==> config.mk <==
export PLATFORM = sky130hd
export DESIGN_NAME = rtcm_front
export DESIGN_NICKNAME = d
export VERILOG_FILES = /design/src/logic/rtcm_pkg.sv /design/src/logic/rtcm_stream_if.sv /design/src/logic/rtcm_fifo.sv /design/src/logic/rtcm_front.sv
export VERILOG_INCLUDE_DIRS = /design/src /design/src/logic
export SDC_FILE = /design/constraint.sdc
export NUM_CORES = 1
export LEC_CHECK = 0
export ABC_CLOCK_PERIOD_IN_PS = 3600
export BUFFER_PORTS_ARGS = -buffer_cell sky130_fd_sc_hd__buf_2
export CAP_MARGIN = 10
export CORE_MARGIN = 10
export CORE_UTILIZATION = 43
export DETAILED_ROUTE_END_ITERATION = 10
export HOLD_SLACK_MARGIN = 0.06
export PLACE_DENSITY_LB_ADDON = 0.05
export SLEW_MARGIN = 10
export SYNTH_ARGS = -nofsm -noshare
export SYNTH_HDL_FRONTEND = slang
export SYNTH_SLANG_ARGS = --single-unit
==> constraint.sdc <==
create_clock -name mclk -period 3.6 [get_ports mclk]
set_clock_uncertainty 0.1 [all_clocks]
set_input_delay 1.08 -clock mclk [delete_from_list [all_inputs] [get_ports mclk]]
set_output_delay 1.08 -clock mclk [all_outputs]
set_load 0.01 [all_outputs]
==> src/logic/rtcm_defines.svh <==
// Behaviour
// Freeze bit high stops user time updates.
// Freeze bit falling loads user time into counters.
// Calibration off: alarm logic drives shared output.
// Two separately addressable logical slaves on one bus.
// Identity 1010b answers as the memory slave.
// Identity 1101b answers as the clock slave.
// Device is only ever a bus slave.
// Master generates every serial clock pulse.
// Start is data falling while clock high.
// Master opens every transaction with Start.
// Start abandons work, expects fresh address.
// Stop is data rising while clock high.
// Master ends every operation with Stop.
// Stop aborts pending operation, goes idle.
// Master stops only while owning data line.
// Data changes only while clock is low.
// Address bits 3..1 zero, bit 0 direction.
// Ninth bit is acknowledge; missing acknowledge aborts.
// Snapshot rising captures running counters into user.
// Pins synchronised; Start/Stop from successive samples.
`ifndef RTCM_DEFINES_SVH
`define RTCM_DEFINES_SVH

`define RTCM_ID_MEM        4'ha
`define RTCM_ID_CLOCK      4'hd
`define RTCM_ADDR_PAD      3'h0
`define RTCM_BITS_PER_BYTE 4'h8
`define RTCM_FIFO_DEPTH    16
`define RTCM_FIFO_WIDTH    9

`define RTCM_CLK_HZ        100000000
`define RTCM_TICK_MS       1000
`define RTCM_TICK_CYC      ((`RTCM_CLK_HZ / 1000) * `RTCM_TICK_MS)
`define RTCM_CAL_HZ        512
`define RTCM_CAL_HALF_CYC  (`RTCM_CLK_HZ / (2 * `RTCM_CAL_HZ))

`endif

==> src/logic/rtcm_pkg.sv <==
package rtcm_pkg;

  typedef enum logic [2:0] {
    RTCM_IDLE,
    RTCM_ADDR,
    RTCM_ACK_ADDR,
    RTCM_RX,
    RTCM_ACK_RX,
    RTCM_TX,
    RTCM_MACK
  } rtcm_state_t;

  typedef logic [7:0] rtcm_byte_t;

endpackage

==> src/logic/rtcm_stream_if.sv <==
`timescale 1ns/10ps
interface rtcm_stream_if #(
  parameter int W = 9
) ();
  logic         valid;
  logic         ready;
  logic [W-1:0] data;

  modport src (output valid, output data, input ready);
  modport snk (input valid, input data, output ready);
endinterface

==> src/logic/rtcm_fifo.sv <==
`timescale 1ns/10ps
`include "rtcm_defines.svh"
module rtcm_fifo import rtcm_pkg::*; #(
  parameter int WIDTH = `RTCM_FIFO_WIDTH,
  parameter int DEPTH = `RTCM_FIFO_DEPTH
) (
  // Clock and reset
  input  wire logic             mclk,
  input  wire logic             resetn,
  // Fill side
  rtcm_stream_if.snk            in_if,
  // Drain side
  output logic                  out_valid,
  output logic [WIDTH-1:0]      out_data,
  input  wire logic             out_ready
);
  localparam int AW = $clog2(DEPTH);

  if (DEPTH < 2 || (1 << AW) != DEPTH) begin : g_depth_chk
    $error("rtcm_fifo depth must be a power of two of at least 2");
  end

  logic [WIDTH-1:0] mem_q [DEPTH];
  logic [AW:0]      wptr_q;
  logic [AW:0]      rptr_q;
  wire              empty = (wptr_q == rptr_q);
  wire              full  = (wptr_q[AW] != rptr_q[AW]) && (wptr_q[AW-1:0] == rptr_q[AW-1:0]);
  wire              do_push = in_if.valid && !full;
  wire              do_pop  = !empty && out_ready;

  assign in_if.ready = !full;
  assign out_valid   = !empty;
  assign out_data    = mem_q[rptr_q[AW-1:0]];

  always_ff @(posedge mclk) begin
    if (do_push) begin
      mem_q[wptr_q[AW-1:0]] <= in_if.data;
    end
  end

  always_ff @(posedge mclk) begin
    if (!resetn) begin
      wptr_q <= '0;
      rptr_q <= '0;
    end else begin
      if (do_push) wptr_q <= wptr_q + 1'b1;
      if (do_pop) rptr_q <= rptr_q + 1'b1;
    end
  end
endmodule

==> src/logic/rtcm_front.sv <==
`timescale 1ns/10ps
`include "rtcm_defines.svh"
module rtcm_front import rtcm_pkg::*; #(
  parameter int TICK_CYC     = `RTCM_TICK_CYC,
  parameter int CAL_HALF_CYC = `RTCM_CAL_HALF_CYC,
  parameter int FIFO_DEPTH   = `RTCM_FIFO_DEPTH
) (
  // Clock and reset
  input  wire logic        mclk,
  input  wire logic        resetn,
  // Serial bus pins
  input  wire logic        scl_in,
  input  wire logic        sda_in,
  output logic             sda_out,
  output logic             sda_oe,
  // Received byte stream
  output logic             rx_valid,
  output logic [7:0]       rx_data,
  output logic             rx_is_clock,
  input  wire logic        rx_ready,
  // Read data source
  input  wire logic [7:0]  rd_data,
  output logic             rd_next,
  output logic             rd_is_clock,
  // Timekeeping control
  input  wire logic        time_set_freeze,
  input  wire logic        time_snapshot,
  input  wire logic        calib_select,
  input  wire logic        alarm_enable,
  input  wire logic [31:0] alarm_time,
  input  wire logic        user_time_we,
  input  wire logic [31:0] user_time_wdata,
  output logic [31:0]      user_time,
  // Shared open-drain output
  output logic             alarm_cal_wave_output_out,
  output logic             alarm_cal_wave_output_oe,
  // Status
  output logic             bus_busy
);
  if (TICK_CYC < 2 || CAL_HALF_CYC < 2 || FIFO_DEPTH < 2) begin : g_param_chk
    $error("rtcm_front counts and depth must be at least 2");
  end

  // Pin synchronisers and edge history
  logic [2:0] scl_sync_q;
  logic [2:0] sda_sync_q;

  always_ff @(posedge mclk) begin
    if (!resetn) begin
      scl_sync_q <= 3'h7;
      sda_sync_q <= 3'h7;
    end else begin
      scl_sync_q <= {scl_sync_q[1:0], scl_in};
      sda_sync_q <= {sda_sync_q[1:0], sda_in};
    end
  end

  wire scl_s      = scl_sync_q[1];
  wire scl_p      = scl_sync_q[2];
  wire sda_s      = sda_sync_q[1];
  wire sda_p      = sda_sync_q[2];
  wire scl_rise   = scl_s && !scl_p;
  wire scl_fall   = !scl_s && scl_p;
  wire start_det  = scl_s && scl_p && sda_p && !sda_s;
  wire stop_det   = scl_s && scl_p && !sda_p && sda_s;

  // Byte engine
  rtcm_state_t state_q;
  rtcm_byte_t  shift_q;
  logic [3:0]  cnt_q;
  logic        sda_oe_q;
  logic        rw_q;
  logic        clk_sel_q;
  logic        push_q;
  logic        rd_next_q;
  logic        mack_q;

  rtcm_stream_if #(.W(`RTCM_FIFO_WIDTH)) fill_if ();

  wire [3:0] id_bits    = shift_q[7:4];
  wire       id_mem     = (id_bits == `RTCM_ID_MEM);
  wire       id_clock   = (id_bits == `RTCM_ID_CLOCK);
  wire       pad_ok     = (shift_q[3:1] == `RTCM_ADDR_PAD);
  wire       addr_match = (id_mem || id_clock) && pad_ok;
  wire       byte_done  = (cnt_q == `RTCM_BITS_PER_BYTE);
  wire       shift_step = (state_q == RTCM_ADDR || state_q == RTCM_RX) && scl_rise && !byte_done;

  assign fill_if.valid = push_q;
  assign fill_if.data  = {clk_sel_q, shift_q};

  always_ff @(posedge mclk) begin
    if (!resetn) begin
      state_q   <= RTCM_IDLE;
      shift_q   <= 8'h00;
      cnt_q     <= 4'h0;
      sda_oe_q  <= 1'b0;
      rw_q      <= 1'b0;
      clk_sel_q <= 1'b0;
      push_q    <= 1'b0;
      rd_next_q <= 1'b0;
      mack_q    <= 1'b0;
    end else begin
      push_q    <= 1'b0;
      rd_next_q <= 1'b0;
      if (start_det) begin
        state_q  <= RTCM_ADDR;
        cnt_q    <= 4'h0;
        sda_oe_q <= 1'b0;
      end else if (stop_det) begin
        state_q  <= RTCM_IDLE;
        sda_oe_q <= 1'b0;
      end else begin
        case (state_q)
          RTCM_ADDR, RTCM_RX: begin
            if (scl_rise && !byte_done) begin
              shift_q <= {shift_q[6:0], sda_s};
              cnt_q   <= cnt_q + 4'h1;
            end else if (scl_fall && byte_done) begin
              if (state_q == RTCM_ADDR) begin
                if (addr_match) begin
                  state_q   <= RTCM_ACK_ADDR;
                  sda_oe_q  <= 1'b1;
                  rw_q      <= shift_q[0];
                  clk_sel_q <= id_clock;
                end else begin
                  state_q <= RTCM_IDLE;
                end
              end else if (fill_if.ready) begin
                state_q  <= RTCM_ACK_RX;
                sda_oe_q <= 1'b1;
                push_q   <= 1'b1;
              end else begin
                state_q <= RTCM_IDLE;
              end
            end
          end
          RTCM_ACK_ADDR, RTCM_ACK_RX: begin
            if (scl_fall) begin
              cnt_q <= 4'h0;
              if (state_q == RTCM_ACK_ADDR && rw_q) begin
                state_q   <= RTCM_TX;
                shift_q   <= rd_data;
                sda_oe_q  <= ~rd_data[7];
                rd_next_q <= 1'b1;
              end else begin
                state_q  <= RTCM_RX;
                sda_oe_q <= 1'b0;
              end
            end
          end
          RTCM_TX: begin
            if (scl_rise) begin
              cnt_q <= cnt_q + 4'h1;
            end else if (scl_fall) begin
              if (byte_done) begin
                state_q  <= RTCM_MACK;
                sda_oe_q <= 1'b0;
                mack_q   <= 1'b0;
              end else begin
                shift_q  <= {shift_q[6:0], 1'b0};
                sda_oe_q <= ~shift_q[6];
              end
            end
          end
          RTCM_MACK: begin
            if (scl_rise) begin
              mack_q <= ~sda_s;
            end else if (scl_fall) begin
              cnt_q <= 4'h0;
              if (mack_q) begin
                state_q   <= RTCM_TX;
                shift_q   <= rd_data;
                sda_oe_q  <= ~rd_data[7];
                rd_next_q <= 1'b1;
              end else begin
                state_q <= RTCM_IDLE;
              end
            end
          end
          default: begin
            state_q  <= RTCM_IDLE;
            sda_oe_q <= 1'b0;
          end
        endcase
      end
    end
  end

  logic [8:0] fifo_word;

  rtcm_fifo #(
    .WIDTH (`RTCM_FIFO_WIDTH),
    .DEPTH (FIFO_DEPTH)
  ) u_fifo (
    .mclk      (mclk),
    .resetn    (resetn),
    .in_if     (fill_if),
    .out_valid (rx_valid),
    .out_data  (fifo_word),
    .out_ready (rx_ready)
  );

  assign rx_data     = fifo_word[7:0];
  assign rx_is_clock = fifo_word[8];
  assign sda_out     = 1'b0;
  assign sda_oe      = sda_oe_q;
  assign rd_next     = rd_next_q;
  assign rd_is_clock = clk_sel_q;

  logic busy_q;
  always_ff @(posedge mclk) begin
    if (!resetn) busy_q <= 1'b0;
    else busy_q <= (state_q != RTCM_IDLE);
  end
  assign bus_busy = busy_q;

  // Timekeeping
  logic [31:0] tick_cnt_q;
  logic [31:0] run_q;
  logic [31:0] user_q;
  logic        freeze_p_q;
  logic        snap_p_q;
  wire         tick       = (tick_cnt_q == 32'(TICK_CYC - 1));
  wire         freeze_end = freeze_p_q && !time_set_freeze;
  wire         snap_rise  = time_snapshot && !snap_p_q;

  always_ff @(posedge mclk) begin
    if (!resetn) begin
      tick_cnt_q <= 32'h0000_0000;
      freeze_p_q <= 1'b0;
      snap_p_q   <= 1'b0;
    end else begin
      tick_cnt_q <= tick ? 32'h0000_0000 : tick_cnt_q + 32'h0000_0001;
      freeze_p_q <= time_set_freeze;
      snap_p_q   <= time_snapshot;
    end
  end

  always_ff @(posedge mclk) begin
    if (!resetn) begin
      run_q <= 32'h0000_0000;
    end else if (freeze_end) begin
      run_q <= user_q;
    end else if (tick) begin
      run_q <= run_q + 32'h0000_0001;
    end
  end

  always_ff @(posedge mclk) begin
    if (!resetn) begin
      user_q <= 32'h0000_0000;
    end else if (time_set_freeze) begin
      if (user_time_we) user_q <= user_time_wdata;
    end else if (snap_rise || (!time_snapshot && !freeze_end)) begin
      user_q <= run_q;
    end
  end
  assign user_time = user_q;

  // Alarm or calibration wave onto the shared pin
  logic [31:0] wave_cnt_q;
  logic        wave_q;
  logic        acs_oe_q;
  wire         wave_flip = (wave_cnt_q == 32'(CAL_HALF_CYC - 1));
  wire         alarm_hit = alarm_enable && (run_q == alarm_time);
  wire         acs_oe_d  = calib_select ? ~wave_q : alarm_hit;

  always_ff @(posedge mclk) begin
    if (!resetn) begin
      wave_cnt_q <= 32'h0000_0000;
      wave_q     <= 1'b1;
      acs_oe_q   <= 1'b0;
    end else begin
      wave_cnt_q <= wave_flip ? 32'h0000_0000 : wave_cnt_q + 32'h0000_0001;
      if (wave_flip) wave_q <= ~wave_q;
      acs_oe_q <= acs_oe_d;
    end
  end
  assign alarm_cal_wave_output_out = 1'b0;
  assign alarm_cal_wave_output_oe  = acs_oe_q;
endmodule

==> qor.csv <==
metric,value,unit
total routing resource utilization after global routing,0.182,
power per cell area,468,nW/um2
dominant synthesized flop cell,sky130_fd_sc_hd__dfxtp_1,
setup repair after global routing missed its margin,false,
number of top-level design ports,131,
most numerous cell on the critical path,sky130_fd_sc_hd__mux4_2,
slowest cell delay on critical path,0.51,ns
vertical extent of the die,203,um
post-synth design cell area,14500,um2
measured slew at the worst slew-check pin,0.738,ns
number of violations of the max-capacitance limit,0,
TNS Setup,0,ns
number of buffers created by CTS,37,
number of standard-cell rows in the floorplan,67,
CP Data Required Time,2.42,ns
number of standard cells after synthesis,1289,
cell at the slowest stage of the critical path,sky130_fd_sc_hd__mux4_2,
CTS sink cnt,318,
post-layout power,7900,uW
crit end category,output pin,
Mean Syn Cell Area,11.2,um2
maximum buffer depth of the clock tree,3,
starting density of the core,0.434,
"Clk Latency, worst-skew pair",0.52,ns
signal arrival time at the worst endpoint,2.32,ns
number of remaining DRC errors,0,
cell-by-cell listing of the critical path,"buf_12, mux4_2, mux4_2, buf_2",
Fillers,3101,
CP Max Fanout,18,
number of port buffers,128,
number of antenna violations at the first check in global routing,1,
wire length of the first global-routing pass,59800,um
"FFs w/ async S/R, synth",0,
peak supply drop,0.000258,V
via count of the first global-routing pass,10300,
Routed Antenna Nets,0,
number of warnings reported in the yosys synthesis log,0,
HPWL after detailed placement,26700,um
pin count of the biggest net entering global routing,37,
ratio of final minimum period to clock period,0.973,
Via Count,10400,
root cell of the clock tree,sky130_fd_sc_hd__clkbuf_16,
CTS tree,done,
Setup Crit Path Kind,register to output pin,
count of unique library cells instantiated by Yosys,64,
count of flip-flops with a built-in enable after synthesis,144,
Detailed Route Iter0 Violations,676,
net count of the finished layout,1504,
static leakage,0.00591,uW
H-tree depth,2,
Synth Register Bits,318,
WL final,38400,um
family with the most delay on the worst path,multiplexers,
average detailed-routed wire length per instance,20.3,um
sequential-to-total area share from yosys stat,0.540,
final hold violations,0,
standard cell core area,33400,um2
share of final-layout standard cells stronger than drive strength 1,0.200,
outcome,finished clean,
area added between synthesis and finish,16.7,%
CTS-repair resized insts,0,
overall die area,41400,um2
DRT Pass-1 Iters,5,
weighted congestion reported at the end of routability-driven placement,0.796,
minimum clock period,3.50,ns
die outline width,203,um
clock-pin transition on the worst setup and hold timing paths,0.06,ns
launching element type of the critical path,register,
total overflow reported by the global router,0,
Finish-stage setup viols,0,
number of buffers and inverters on the critical path,2,
classification of the worst-slack hold path,register to register,
worst slew margin relative to its limit,0.507,
vias per std cell,5.50,
number of pins with negative max-slew slack in the final report,0,
maximum achievable frequency,285,MHz
==> repair_timing <==
item | in CTS | in global routing
hold buffers | 0 | 0
endpoints found under the setup margin | 0 | 4
buffers inserted | 0 | 0
==> layer usage <==
layer | vias up | global-route usage | share of wire
met5 | - | 0 | 0
met4 | 0 | 0.0466 | 0.018
met3 | 47 | 0.0295 | 0.040
met2 | 220 | 0.308 | 0.49
met1 | 5052 | 0.238 | 0.45
li1 | 5057 | - | -
==> worst paths after layout <==
check                 startpoint  slack [ns]             to  cells after the start
setup / recovery        register         0.1     rx_data[2]                      4
hold / removal     scl_sync_q[0]        0.30  scl_sync_q[1]                      1
hold reg to reg    scl_sync_q[0]        0.30  scl_sync_q[1]                      1
setup reg to reg  tick_cnt_q[10]        0.89      run_q[12]                      5
==> logic make-up after synthesis <==
| kind of cell | after synthesis | share of synthesized area |
|---|---|---|
| AO/OA/AOI/OAI | 178 | 0.0823 |
| XOR/XNOR | 111 | 0.0672 |
| adder cells (fa/ha/maj) | 10 | 0.00865 |
| buffers and inverters | 114 | 0.0309 |
| flip-flops | 318 | 0.540 |
| multiplexers | 100 | 0.108 |
| other | 1 | 0.000259 |
| AND/OR/NAND/NOR | 457 | 0.163 |
==> cell type report <==
cell class	instances	area, um2	area share
antenna	1	2.50	0.000148
multi-input combinational	858	6230	0.369
clock inverter	18	169	0.0100
tap	448	561	0.0332
sequential	318	7810	0.462
clock buffer	46	980	0.0580
inverter	24	90.1	0.00533
timing repair buffer	173	1050	0.0619
==> through the flow <==
step	setup WS [ns]	hold slack (ns)	cell area, um2	std cells	util
after global routing	0.0124	0.318	16900	1885	0.506
after global placement	0.594	0.289	15700	1820	0.471
after detailed placement	0.576	0.296	15700	1820	0.471
after floorplan	0.298	0.286	14500	1290	-
final	0.0960	0.304	16900	1886	0.506
after CTS	0.0188	0.307	16900	1884	0.505
==> flip-flops by register name, indices dropped and copies added, names as in the netlist, 3 cells and up, named ones only <==
| name | flops |
|---|---|
| sda_sync_q | 3 |
| u_fifo.wptr_q | 5 |
| u_fifo.rptr_q | 5 |
| tick_cnt_q | 32 |
| wave_cnt_q | 32 |
| scl_sync_q | 3 |
| run_q | 32 |
| user_time | 32 |
| shift_q | 8 |
| cnt_q | 4 |
| u_fifo.mem_q | 144 |
| state_q | 3 |
==> layout by cell type (no fill, tap or decap), types with 8 or more instances in the layout <==
cell and instances:
sky130_fd_sc_hd__nor2_1 146, sky130_fd_sc_hd__dfxtp_1 173, sky130_fd_sc_hd__ha_1 10, sky130_fd_sc_hd__nor3_1 27
sky130_fd_sc_hd__or3_1 14, sky130_fd_sc_hd__mux4_2 45, sky130_fd_sc_hd__a211oi_1 33, sky130_fd_sc_hd__buf_2 128
sky130_fd_sc_hd__buf_4 40, sky130_fd_sc_hd__nand2_1 66, sky130_fd_sc_hd__xor2_1 31, sky130_fd_sc_hd__nand3_1 38
sky130_fd_sc_hd__mux2i_1 52, sky130_fd_sc_hd__nor4_1 34, sky130_fd_sc_hd__o31ai_1 11, sky130_fd_sc_hd__edfxtp_1 144
sky130_fd_sc_hd__a311oi_1 8, sky130_fd_sc_hd__or4_1 12, sky130_fd_sc_hd__o21ai_0 46, sky130_fd_sc_hd__and3_1 16
sky130_fd_sc_hd__a21oi_1 21, sky130_fd_sc_hd__nand4_1 41, sky130_fd_sc_hd__a31oi_1 18, sky130_fd_sc_hd__clkbuf_16 38
sky130_fd_sc_hd__xnor2_1 80, sky130_fd_sc_hd__and4_1 11, sky130_fd_sc_hd__nand2b_1 15, sky130_fd_sc_hd__inv_1 23
==> worst reg2reg max path, cell delays in order (launching register included) <==
cell	delay (ns)
sky130_fd_sc_hd__dfxtp_1	0.37
sky130_fd_sc_hd__nor4b_2	0.32
sky130_fd_sc_hd__nand4_1	0.32
sky130_fd_sc_hd__or4_4	0.80
sky130_fd_sc_hd__or4_1	0.55
sky130_fd_sc_hd__a31oi_1	0.18
==> synthesized netlist by cell type (10+ instances only) <==
cell                       number  area [um2]
sky130_fd_sc_hd__nand2b_1      16         100
sky130_fd_sc_hd__a31oi_1       18         113
sky130_fd_sc_hd__edfxtp_1     144        4320
sky130_fd_sc_hd__buf_1         11        41.3
sky130_fd_sc_hd__nor2_1       146         548
sky130_fd_sc_hd__dfxtp_1      174        3480
sky130_fd_sc_hd__nand3_1       38         190
sky130_fd_sc_hd__inv_1         23        86.3
sky130_fd_sc_hd__o31ai_1       11        82.6
sky130_fd_sc_hd__ha_1          10         125
sky130_fd_sc_hd__o21ai_0       46         230
sky130_fd_sc_hd__nand4_1       41         257
sky130_fd_sc_hd__xor2_1        31         272
sky130_fd_sc_hd__clkbuf_1      73         274
sky130_fd_sc_hd__nor4_1        34         213
sky130_fd_sc_hd__and3_1        16         100
sky130_fd_sc_hd__nor3_1        27         135
sky130_fd_sc_hd__a21oi_1       21         105
sky130_fd_sc_hd__and4_1        11        96.3
sky130_fd_sc_hd__mux4_2        45        1010
sky130_fd_sc_hd__nand2_1       66         248
sky130_fd_sc_hd__or3_1         14        87.6
sky130_fd_sc_hd__or4_1         12        90.1
sky130_fd_sc_hd__a211oi_1      33         248
sky130_fd_sc_hd__mux2i_1       52         521
sky130_fd_sc_hd__xnor2_1       80         701
==> where the power goes <==
group	total (uW)	switching (uW)	internal [uW]
Clock	3550	1460	2080
Sequential	3920	98.7	3820
Combinational	434	244	190
(Power assumes the default switching activity.)
